[src/seq_pkg.sv]
package seq_pkg;

  // ****************************************************************
  // Register map (word index, byte address is index times four)
  // ****************************************************************
  localparam logic [3:0] IDX_CONTROL_FLAGS = 4'h0;
  localparam logic [3:0] IDX_RISE_FIRST    = 4'h1;
  localparam logic [3:0] IDX_RISE_SECOND   = 4'h2;
  localparam logic [3:0] IDX_FALL_FIRST    = 4'h3;
  localparam logic [3:0] IDX_FALL_SECOND   = 4'h4;
  localparam logic [3:0] IDX_RISING_THR    = 4'h5;
  localparam logic [3:0] IDX_FALLING_THR   = 4'h6;
  localparam logic [3:0] IDX_RISE_DELAY    = 4'h7;
  localparam logic [3:0] IDX_FALL_DELAY    = 4'h8;
  localparam logic [3:0] IDX_REPEAT        = 4'h9;
  localparam logic [3:0] IDX_GAIN          = 4'ha;
  localparam logic [3:0] IDX_INTERLOCK     = 4'hb;
  localparam logic [3:0] IDX_STATUS        = 4'hc;
  localparam logic [3:0] IDX_SEQ_BASE      = 4'hd;
  localparam logic [3:0] IDX_SEQ_DATA      = 4'he;
  localparam int         NUM_REGS          = 15;
  localparam int         DATA_INDEX_BASE   = 64;

  // ****************************************************************
  // Control flag bits and reset values
  // ****************************************************************
  localparam int         BIT_BALLAST_EN  = 0;
  localparam int         BIT_CTRL_EN     = 1;
  localparam int         BIT_CUSTOM_EN   = 2;
  localparam int         BIT_RELATIVE    = 3;
  localparam logic [7:0] CTRL_WR_MASK    = 8'h0f;
  localparam logic [7:0] RESET_BYTE      = 8'h00;
  localparam logic [7:0] INTERLOCK_NONE  = 8'hff;
  localparam logic [7:0] GAIN_STANDARD   = 8'h00;
  localparam logic [7:0] REPEAT_OFF      = 8'h00;

  // ****************************************************************
  // Timing
  // ****************************************************************
  localparam longint CLK_HZ       = 50_000_000;
  localparam longint UNIT_A_SEC   = 15;
  localparam longint UNIT_MIN_SEC = 60;
  localparam longint TICKS_A      = UNIT_A_SEC * CLK_HZ;
  localparam longint TICKS_MIN    = UNIT_MIN_SEC * CLK_HZ;

  // ****************************************************************
  // Stored sequence
  // ****************************************************************
  localparam int SEQ_DEPTH = 16;
  localparam int SEQ_AW    = 4;

  typedef enum {ST_IDLE, ST_WAIT_A, ST_WAIT_B, ST_SEND} seq_state_t;

  typedef struct packed {
    logic       valid;
    logic       three_byte;
    logic [7:0] addr;
    logic [7:0] b1;
    logic [7:0] b2;
  } cmd_t;

  typedef struct packed {
    logic [3:0]  address;
    logic        read;
    logic        write;
    logic [31:0] writedata;
    logic [3:0]  byteenable;
  } avm_req_t;

endpackage : seq_pkg

[src/threshold_triggered_command_sender.sv]
`timescale 1ns/1ps
// Operation
// - Triggers replay a stored list of commands, not just one.
// - Control bit 0 allows 2-byte ballast commands; cleared suppresses them.
// - Control bit 1 allows 3-byte controller commands; cleared suppresses them.
// - Control bit 2 enables custom lighting commands.
// - Control bit 3 set means relative thresholds, clear means absolute.
// - Passive-to-active crossing sends the rise pattern bytes.
// - Active-to-passive crossing sends the fall pattern bytes.
// - Output A fires on rising through, rising by, or binary 0 to 1.
// - Output B fires on falling through, falling by, or binary 1 to 0.
// - Rise delay counts in 15 second units.
// - Fall delay counts in one minute units.
// - Repeat interval in minutes resends the stored entries while control bit 1 is set; zero disables.
// - Gain zero selects standard sensitivity.
// - Interlock address 255 means none and is the reset value.
// - Parameters read at data index 64 through 75 as bytes 0 to 11.
module threshold_triggered_command_sender #(
  parameter longint TICKS_A   = seq_pkg::TICKS_A,
  parameter longint TICKS_MIN = seq_pkg::TICKS_MIN
) (
  // Clock and reset
  input  wire logic        clock_in,
  input  wire logic        srst_in,
  // Avalon-MM slave, word addressed
  input  wire logic [3:0]  avs_address_in,
  input  wire logic        avs_read_in,
  input  wire logic        avs_write_in,
  input  wire logic [31:0] avs_writedata_in,
  input  wire logic [3:0]  avs_byteenable_in,
  output logic      [31:0] avs_readdata_out,
  output logic             avs_waitrequest_out,
  // Monitored value from the sensor front end (asynchronous)
  input  wire logic [7:0]  sensor_value_in,
  input  wire logic        binary_mode_in,
  // Command output to the bus transmitter
  output seq_pkg::cmd_t    cmd_out,
  input  wire logic        cmd_ready_in,
  // Settings used by the front end
  output logic      [7:0]  gain_out,
  output logic             auto_gain_out,
  output logic             custom_cmd_en_out,
  output logic      [7:0]  interlock_addr_out,
  output logic             interlock_en_out
);

  // ****************************************************************
  // State
  // ****************************************************************
  localparam int SEQ_AW_L = seq_pkg::SEQ_AW;

  typedef struct packed {
    logic [seq_pkg::NUM_REGS-1:0][7:0]  regs;
    logic [seq_pkg::SEQ_DEPTH-1:0][23:0] seq;
    logic [7:0]                        s1;
    logic [7:0]                        s2;
    logic                              b1;
    logic                              b2;
    logic                              primed;
    logic [7:0]                        ref_val;
    logic                              active;
    seq_pkg::seq_state_t               st;
    logic                              pend_a;
    logic                              pend_b;
    logic                              sel_b;
    logic [7:0]                        units;
    logic [31:0]                       ticks;
    logic [SEQ_AW_L-1:0]               step;
    logic [7:0]                        rep_units;
    logic [31:0]                       rep_ticks;
    logic                              ack;
    logic [31:0]                       rdata;
    seq_pkg::cmd_t                     cmd;
  } st_t;

  st_t q_q;
  st_t d_d;

  function automatic logic [7:0] rd_byte(input st_t s, input logic [3:0] idx);
    rd_byte = (idx < 4'(seq_pkg::NUM_REGS)) ? s.regs[idx] : seq_pkg::RESET_BYTE;
  endfunction : rd_byte

  logic [7:0] cf;
  logic [7:0] thr_a;
  logic [7:0] thr_b;
  logic       rise_ev;
  logic       fall_ev;
  logic       bus_req;
  logic [7:0] wbyte;
  logic [4:0] seq_n;
  logic [23:0] entry;

  assign cf      = q_q.regs[seq_pkg::IDX_CONTROL_FLAGS];
  assign thr_a   = q_q.regs[seq_pkg::IDX_RISING_THR];
  assign thr_b   = q_q.regs[seq_pkg::IDX_FALLING_THR];
  assign bus_req = avs_read_in | avs_write_in;
  assign wbyte   = avs_writedata_in[7:0];
  // Sequence length lives in the status-adjacent base register low bits
  assign seq_n   = {1'b0, q_q.regs[seq_pkg::IDX_SEQ_BASE][3:0]};
  assign entry   = q_q.seq[q_q.step];

  // ****************************************************************
  // Threshold evaluation
  // ****************************************************************
  always_comb begin
    rise_ev = 1'b0;
    fall_ev = 1'b0;
    if (q_q.primed) begin
      if (q_q.b2) begin
        rise_ev = q_q.s2[0] & ~q_q.active;
        fall_ev = ~q_q.s2[0] & q_q.active;
      end else if (cf[seq_pkg::BIT_RELATIVE]) begin
        rise_ev = (q_q.s2 > q_q.ref_val) &&
                  (9'(q_q.s2) - 9'(q_q.ref_val) >= 9'(thr_a));
        fall_ev = (q_q.s2 < q_q.ref_val) &&
                  (9'(q_q.ref_val) - 9'(q_q.s2) >= 9'(thr_b));
      end else begin
        rise_ev = ~q_q.active && (q_q.s2 >= thr_a);
        fall_ev = q_q.active && (q_q.s2 < thr_b);
      end
    end
  end

  // ****************************************************************
  // Next state
  // ****************************************************************
  always_comb begin
    d_d = q_q;
    d_d.s1 = sensor_value_in;
    d_d.s2 = q_q.s1;
    d_d.b1 = binary_mode_in;
    d_d.b2 = q_q.b1;
    d_d.primed = 1'b1;
    d_d.ack = 1'b0;
    if (!q_q.primed) begin
      d_d.ref_val = q_q.s2;
    end

    // Register bus: one wait cycle, then answer
    if (bus_req && !q_q.ack) begin
      d_d.ack = 1'b1;
      d_d.rdata = {24'h00_0000, rd_byte(q_q, avs_address_in)};
      if (avs_address_in == seq_pkg::IDX_STATUS) begin
        d_d.rdata = {24'h00_0000, 3'b000, q_q.sel_b, q_q.pend_b,
                     q_q.pend_a, q_q.active, q_q.st == seq_pkg::ST_SEND};
      end
      if (avs_address_in == seq_pkg::IDX_SEQ_DATA) begin
        d_d.rdata = {8'h00, q_q.seq[q_q.regs[seq_pkg::IDX_SEQ_BASE][7:4]]};
      end
      if (avs_write_in && avs_byteenable_in[0]) begin
        if (avs_address_in == seq_pkg::IDX_CONTROL_FLAGS) begin
          d_d.regs[seq_pkg::IDX_CONTROL_FLAGS] = wbyte & seq_pkg::CTRL_WR_MASK;
        end else if (avs_address_in == seq_pkg::IDX_SEQ_DATA) begin
          d_d.seq[q_q.regs[seq_pkg::IDX_SEQ_BASE][7:4]] = avs_writedata_in[23:0];
        end else if (avs_address_in < seq_pkg::IDX_STATUS) begin
          d_d.regs[avs_address_in] = wbyte;
        end else if (avs_address_in == seq_pkg::IDX_SEQ_BASE) begin
          d_d.regs[seq_pkg::IDX_SEQ_BASE] = wbyte;
        end
      end
    end

    // Threshold crossings arm the pending outputs
    if (rise_ev) begin
      d_d.active = 1'b1;
      d_d.ref_val = q_q.s2;
      d_d.pend_a = 1'b1;
      d_d.pend_b = 1'b0;
    end else if (fall_ev) begin
      d_d.active = 1'b0;
      d_d.ref_val = q_q.s2;
      d_d.pend_b = 1'b1;
      d_d.pend_a = 1'b0;
    end

    // Command handshake
    if (q_q.cmd.valid && cmd_ready_in) begin
      d_d.cmd.valid = 1'b0;
    end

    unique case (q_q.st)
      seq_pkg::ST_IDLE: begin
        if (q_q.pend_a) begin
          d_d.pend_a = rise_ev | fall_ev ? d_d.pend_a : 1'b0;
          d_d.sel_b = 1'b0;
          d_d.units = q_q.regs[seq_pkg::IDX_RISE_DELAY];
          d_d.ticks = '0;
          d_d.st = seq_pkg::ST_WAIT_A;
        end else if (q_q.pend_b) begin
          d_d.pend_b = rise_ev | fall_ev ? d_d.pend_b : 1'b0;
          d_d.sel_b = 1'b1;
          d_d.units = q_q.regs[seq_pkg::IDX_FALL_DELAY];
          d_d.ticks = '0;
          d_d.st = seq_pkg::ST_WAIT_B;
        end else if (q_q.regs[seq_pkg::IDX_REPEAT] != seq_pkg::REPEAT_OFF
                     && q_q.rep_units >= q_q.regs[seq_pkg::IDX_REPEAT]
                     && seq_n != 5'h00
                     && cf[seq_pkg::BIT_CTRL_EN]) begin
          // Repeats replay the stored entries only, never the pattern pair
          d_d.rep_units = '0;
          d_d.step = SEQ_AW_L'(4'h1);
          d_d.st = seq_pkg::ST_SEND;
        end
      end
      seq_pkg::ST_WAIT_A, seq_pkg::ST_WAIT_B: begin
        if (q_q.units == '0) begin
          d_d.step = '0;
          d_d.st = seq_pkg::ST_SEND;
        end else if (q_q.st == seq_pkg::ST_WAIT_A
                     ? q_q.ticks == 32'(TICKS_A - 1)
                     : q_q.ticks == 32'(TICKS_MIN - 1)) begin
          d_d.ticks = '0;
          d_d.units = q_q.units - 8'h01;
        end else begin
          d_d.ticks = q_q.ticks + 32'h0000_0001;
        end
      end
      seq_pkg::ST_SEND: begin
        if (!q_q.cmd.valid || cmd_ready_in) begin
          d_d.cmd = '0;
          // Step 0 is the pattern pair, then stored entries follow
          if (q_q.step == '0 && cf[seq_pkg::BIT_BALLAST_EN]) begin
            d_d.cmd.valid = 1'b1;
            d_d.cmd.b1 = q_q.sel_b ? q_q.regs[seq_pkg::IDX_FALL_FIRST]
                                   : q_q.regs[seq_pkg::IDX_RISE_FIRST];
            d_d.cmd.b2 = q_q.sel_b ? q_q.regs[seq_pkg::IDX_FALL_SECOND]
                                   : q_q.regs[seq_pkg::IDX_RISE_SECOND];
          end else if (q_q.step != '0) begin
            // Entries: bit 23 marks a 3-byte controller command
            d_d.cmd.three_byte = entry[23];
            d_d.cmd.addr = {1'b0, entry[22:16]};
            d_d.cmd.b1 = entry[15:8];
            d_d.cmd.b2 = entry[7:0];
            d_d.cmd.valid = entry[23] ? cf[seq_pkg::BIT_CTRL_EN]
                                      : cf[seq_pkg::BIT_BALLAST_EN];
          end
          if (5'(q_q.step) >= seq_n) begin
            d_d.st = seq_pkg::ST_IDLE;
          end else begin
            d_d.step = q_q.step + 1'b1;
          end
        end
      end
    endcase

    // Repeat timer runs in minutes
    if (q_q.rep_ticks == 32'(TICKS_MIN - 1)) begin
      d_d.rep_ticks = '0;
      if (q_q.rep_units != 8'hff) begin
        d_d.rep_units = q_q.rep_units + 8'h01;
      end
    end else begin
      d_d.rep_ticks = q_q.rep_ticks + 32'h0000_0001;
    end

    if (srst_in) begin
      d_d = '0;
      d_d.st = seq_pkg::ST_IDLE;
      d_d.regs[seq_pkg::IDX_GAIN] = seq_pkg::GAIN_STANDARD;
      d_d.regs[seq_pkg::IDX_INTERLOCK] = seq_pkg::INTERLOCK_NONE;
    end
  end

  always_ff @(posedge clock_in) begin
    q_q <= d_d;
  end

  // ****************************************************************
  // Outputs
  // ****************************************************************
  assign avs_waitrequest_out = bus_req & ~q_q.ack;
  assign avs_readdata_out    = q_q.rdata;
  assign cmd_out             = q_q.cmd;
  assign gain_out            = q_q.regs[seq_pkg::IDX_GAIN];
  assign auto_gain_out       = q_q.regs[seq_pkg::IDX_GAIN] == seq_pkg::GAIN_STANDARD;
  assign custom_cmd_en_out   = cf[seq_pkg::BIT_CUSTOM_EN];
  assign interlock_addr_out  = q_q.regs[seq_pkg::IDX_INTERLOCK];
  assign interlock_en_out    = q_q.regs[seq_pkg::IDX_INTERLOCK] != seq_pkg::INTERLOCK_NONE;

  // ****************************************************************
  // Checks
  // ****************************************************************
  property p_ballast_gate;
    @(posedge clock_in) disable iff (srst_in)
      (q_q.cmd.valid && !q_q.cmd.three_byte) |-> cf[seq_pkg::BIT_BALLAST_EN];
  endproperty
  a_ballast_gate: assert property (p_ballast_gate) else $error("ballast cmd while disabled");

  property p_ctrl_gate;
    @(posedge clock_in) disable iff (srst_in)
      (q_q.cmd.valid && q_q.cmd.three_byte) |-> cf[seq_pkg::BIT_CTRL_EN];
  endproperty
  a_ctrl_gate: assert property (p_ctrl_gate) else $error("3-byte cmd while disabled");

  property p_custom;
    @(posedge clock_in) disable iff (srst_in)
      (avs_write_in && !q_q.ack && avs_byteenable_in[0] &&
       avs_address_in == seq_pkg::IDX_CONTROL_FLAGS)
        |=> custom_cmd_en_out == $past(avs_writedata_in[seq_pkg::BIT_CUSTOM_EN]);
  endproperty
  a_custom: assert property (p_custom) else $error("custom enable mismatch");

  property p_rise_sets_active;
    @(posedge clock_in) disable iff (srst_in)
      rise_ev |=> q_q.active && q_q.pend_a;
  endproperty
  a_rise_sets_active: assert property (p_rise_sets_active) else $error("rise lost");

  property p_fall_clears_active;
    @(posedge clock_in) disable iff (srst_in)
      fall_ev |=> !q_q.active && q_q.pend_b;
  endproperty
  a_fall_clears_active: assert property (p_fall_clears_active) else $error("fall lost");

  property p_interlock_reset;
    @(posedge clock_in) $fell(srst_in) |-> interlock_addr_out == seq_pkg::INTERLOCK_NONE;
  endproperty
  a_interlock_reset: assert property (p_interlock_reset) else $error("bad interlock reset");

  property p_delay_holds;
    @(posedge clock_in) disable iff (srst_in)
      (q_q.st == seq_pkg::ST_WAIT_A && q_q.units != '0) |=> q_q.st == seq_pkg::ST_WAIT_A;
  endproperty
  a_delay_holds: assert property (p_delay_holds) else $error("sent before delay");

  property p_answer;
    @(posedge clock_in) disable iff (srst_in)
      (bus_req && avs_waitrequest_out) |=> !avs_waitrequest_out || !bus_req;
  endproperty
  a_answer: assert property (p_answer) else $error("bus answer late");

  property p_unit_a;
    @(posedge clock_in) disable iff (srst_in)
      (q_q.st == seq_pkg::ST_WAIT_A && q_q.units != '0 && q_q.ticks == 32'(TICKS_A - 1))
        |=> q_q.units == $past(q_q.units) - 8'h01;
  endproperty
  a_unit_a: assert property (p_unit_a) else $error("rise delay unit wrong");

  property p_unit_b;
    @(posedge clock_in) disable iff (srst_in)
      (q_q.st == seq_pkg::ST_WAIT_B && q_q.units != '0 && q_q.ticks == 32'(TICKS_MIN - 1))
        |=> q_q.units == $past(q_q.units) - 8'h01;
  endproperty
  a_unit_b: assert property (p_unit_b) else $error("fall delay unit wrong");

  property p_rise_pattern;
    @(posedge clock_in) disable iff (srst_in)
      (q_q.st == seq_pkg::ST_SEND && q_q.step == '0 && !q_q.sel_b &&
       cf[seq_pkg::BIT_BALLAST_EN] && (!q_q.cmd.valid || cmd_ready_in))
        |=> q_q.cmd.valid && q_q.cmd.b1 == $past(q_q.regs[seq_pkg::IDX_RISE_FIRST])
            && q_q.cmd.b2 == $past(q_q.regs[seq_pkg::IDX_RISE_SECOND]);
  endproperty
  a_rise_pattern: assert property (p_rise_pattern) else $error("wrong rise pattern");

  property p_fall_pattern;
    @(posedge clock_in) disable iff (srst_in)
      (q_q.st == seq_pkg::ST_SEND && q_q.step == '0 && q_q.sel_b &&
       cf[seq_pkg::BIT_BALLAST_EN] && (!q_q.cmd.valid || cmd_ready_in))
        |=> q_q.cmd.valid && q_q.cmd.b1 == $past(q_q.regs[seq_pkg::IDX_FALL_FIRST])
            && q_q.cmd.b2 == $past(q_q.regs[seq_pkg::IDX_FALL_SECOND]);
  endproperty
  a_fall_pattern: assert property (p_fall_pattern) else $error("wrong fall pattern");

  property p_seq_steps;
    @(posedge clock_in) disable iff (srst_in)
      (q_q.st == seq_pkg::ST_SEND && (!q_q.cmd.valid || cmd_ready_in) &&
       5'(q_q.step) < seq_n)
        |=> q_q.st == seq_pkg::ST_SEND && q_q.step == $past(q_q.step) + 1'b1;
  endproperty
  a_seq_steps: assert property (p_seq_steps) else $error("sequence cut short");

  property p_repeat_off;
    @(posedge clock_in) disable iff (srst_in)
      (q_q.st == seq_pkg::ST_IDLE && !q_q.pend_a && !q_q.pend_b &&
       q_q.regs[seq_pkg::IDX_REPEAT] == seq_pkg::REPEAT_OFF) |=> q_q.st == seq_pkg::ST_IDLE;
  endproperty
  a_repeat_off: assert property (p_repeat_off) else $error("repeat while off");

endmodule : threshold_triggered_command_sender

[config.mk]
export PLATFORM = sky130hd
export DESIGN_NAME = threshold_triggered_command_sender
export DESIGN_NICKNAME = d
export VERILOG_FILES = /design/src/seq_pkg.sv /design/src/threshold_triggered_command_sender.sv
export SDC_FILE = /design/constraint.sdc
export NUM_CORES = 2
export LEC_CHECK = 0
export BUFFER_PORTS_ARGS = -buffer_cell sky130_fd_sc_hd__buf_4
export CORE_ASPECT_RATIO = 0.7
export CORE_MARGIN = 4
export CORE_UTILIZATION = 50
export CTS_CLUSTER_DIAMETER = 50
export DETAILED_ROUTE_END_ITERATION = 7
export PLACE_DENSITY = 0.73
export SETUP_SLACK_MARGIN = 0.4
export SKIP_LAST_GASP = 1
export SLEW_MARGIN = 15
export SYNTH_ARGS = -nofsm -noshare
export SYNTH_HDL_FRONTEND = slang
export SYNTH_SLANG_ARGS = --single-unit
[constraint.sdc]
create_clock -name clock_in -period 3.9 [get_ports clock_in]
set_input_delay 0.39 -clock clock_in [delete_from_list [all_inputs] [get_ports clock_in]]
set_output_delay 0.39 -clock clock_in [all_outputs]
set_load 0.01 [all_outputs]
==> metrics.cfg <==
[place]
io_buffers = 111
place_ws_ns = 0.338
gp_congestion = 0.875
placed_area_mm2 = 0.0347
place_hpwl_um = 66800
placed_cells = 4395

[finish]
instances_no_fill = 4538
fin_nets = 3713
layout-drive-gt1-share_pct = 17.4
seqCellArea_mm2 = 0.0133
fill_cells = 5781
fin_area_mm2 = 0.0373
multi_input_area_mm2 = 0.0184
synthToLayoutAreaGrowth_pct = 11.3

[drt]
wl_met1_um = 43900
via_per_inst = 6.15
totalWireLength_um = 103000
drtIter0Drc = 3947
drc = 0
wl_met3_um = 13100
route.met2.wl_um = 43000
routed.top_layer = met4
ant_nets = 0
drtPass1Iterations = 8
vias = 27900
avgRoutedWirePerCell_um = 22.6

[worst_setup_path]
endpoint_kind = flip-flop
cp.arrival_ns = 3.93
path_max_fanout = 8
worstSetupStartpointType = flip-flop
critical_path_class = flip-flop to flip-flop
required_ns = 4.43

[timing]
max_freq_mhz = 294
setup_slack_ns = 0.499
finalHoldViolCount = 0
finClkSkew_ns = 0.0309
period_needed_ns = 3.40
tns_ns = 0
min_period_over_period_pct = 87.2
slew_violations = 0
rsz0062_at_grt = true
setup_violations = 0
worst_slew_pin_slew_ns = 1.10
slew_headroom_pct = 26.5

[synth]
yosysSeqAreaShare_pct = 39.5
syn_area_per_cell_um2 = 9.11
synth_enable_flop_cells = 0
ys_seq_elements = 661
syn_inst = 3677
ys_types = 68
synthTopCellsByArea = dfxtp_1 (39%), mux4_2 (17%), nand2_1 (9.3%)
synth_top_area_cell = dfxtp_1
ys_warn_count = 0
synthFlopType = dfxtp_1
netlist_area_mm2 = 0.0335
synth.cells.most_frequent = nand2_1 (834), dfxtp_1 (661), a21oi_1 (421)
synth_top_area_share_pct = 39.5
synth.most_common_cell = nand2_1
synthArstFlopShare_pct = 0

[grt]
grt_pass1_vias = 26100
grt.total_usage_pct = 28.0
grt_max_degree = 199
grt_pass1_wl_um = 157000
antenna_found_initial = 3
grt-ovfl-total = 0

[floorplan]
fp.dieH_um = 225
die_area_mm2 = 0.0713
pin_count = 132
start_util_pct = 50.4
dieWidth_um = 317
core_area_mm2 = 0.0664
num_rows = 79

[clock_tree]
cts_tree = built
insertion_delay_ns = 0.62
cts_inserted_buffers = 70
clk_pin_slew_ns = 0.06
cts_sinks = 661
htreeDepth = 3
clk_root_buffer_cell = clkbuf_16
cts_buffer_depth = 3

[job]
cap_viol_max_count = 0

[power_and_ir_drop]
p_leak_nw = 12.6
p_per_area_mw_per_mm2 = 425
power_mw = 15.9
peakVddDrop_mv = 0.293

[min_path]
worstHoldPathType = primary input to flip-flop

[run_status]
status = complete, no violations

==> repair_timing <==
action	CTS	global route
gates resized for setup	3	18
setup endpoints to repair	8	11
endpoints found under the hold margin	7	0
buffers inserted	0	5
hold buffers	7	0
pin swaps	0	12
==> per-stage QoR <==
| stage | hold slack (ns) | utilization, % |
|---|---|---|
| after floorplan | 0.414 | - |
| after global placement | 0.424 | 52.2 |
| after detailed placement | 0.426 | 52.2 |
| after CTS | 0.00952 | 56.0 |
| after global routing | 0.0273 | 56.1 |
| final | 0.0348 | 56.2 |
==> critical path: stages, from the launching register on <==
cell and delay [ns]:
dfxtp_4 0.36, inv_4 0.06, ha_4 0.14, inv_2 0.04
fa_2 0.41, a211oi_2 0.25, nor2_2 0.07, o31a_1 0.31
a21oi_2 0.17, ha_4 0.24, a21oi_2 0.13, nand2_1 0.08
a21oi_2 0.15, o311ai_2 0.13, a22oi_2 0.18, and4_1 0.23
buf_6 0.18, mux2i_1 0.19
==> path summary, 6_finish.rpt <==
kind,from,to,slack [ns],depth (start not counted)
max,q_q[190],q_q[184],0.50,17
min,sensor_value_in[3],q_q[201],0.03,2
max reg2reg,q_q[190],q_q[184],0.50,17
min reg2reg,q_q[201],q_q[193],0.44,1
==> flip-flops by register name, summed over array words and instances (netlist names) <==
| name | flops |
|---|---|
| cf | 8 |
| cmd_out | 25 |
| gain_out | 8 |
| thr_a | 8 |
| interlock_addr_out | 8 |
| q_q | 572 |
| avs_readdata_out | 24 |
| thr_b | 8 |
==> power breakdown <==
group,leakage (nW),internal (mW),switching [mW]
Clock,1.21,4.27,2.88
Sequential,5.34,6.83,0.0904
Combinational,6.08,0.673,1.10
Total,12.6,11.8,4.07
==> metal layers <==
metal	GRT usage [%]	vias to the layer above
li1	-	12600
met1	40.9	13500
met2	40.1	1549
met3	8.43	228
met4	8.50	0
met5	0	-
==> cell families after synthesis <==
kind of cell,Yosys count,share of synthesized area [%]
AO/OA/AOI/OAI,600,10.2
XOR/XNOR,71,1.86
adder cells (fa/ha/maj),71,2.70
buffers and inverters,449,6.06
flip-flops,661,39.5
multiplexers,418,22.0
other,1,0.0112
AND/OR/NAND/NOR,1406,17.7
==> cells in the final DEF, fill, tap and decap left out, types with 8 or more instances in the layout <==
cell       instances
a21oi_1          418
nor3_1            23
nand4_1           27
nand2_1          834
a21o_1            12
bufinv_16          8
nand2b_1          14
xor2_1            45
mux2i_1          161
inv_1             62
clkbuf_16         74
o22ai_1            9
xnor2_1           26
and3_1            21
and4_1            10
buf_12            15
clkbuf_8          13
clkbuf_1          15
or2_2              8
ha_1              67
mux4_2           256
a22oi_1           32
conb_1             9
dfxtp_1          649
a31oi_1            9
nor2_2            12
a221oi_1          18
nor2b_1           35
nand3_1           51
clkinv_2          10
a211oi_1          27
nor4b_1            8
and2_1            12
or3_1             13
nor2_1           303
buf_4            191
o21ai_0           35
==> layout make-up <==
| cell class | count | share of cell area (%) |
|---|---|---|
| Tap cell | 891 | 2.99 |
| Sequential cell | 661 | 35.6 |
| Clock buffer | 102 | 5.60 |
| Inverter | 65 | 0.661 |
| Multi-Input combinational cell | 2575 | 49.3 |
| Antenna cell | 3 | 0.0201 |
| Timing Repair Buffer | 215 | 4.91 |
| Clock inverter | 26 | 0.986 |
Note: power is estimated with default switching activity, not from simulation.
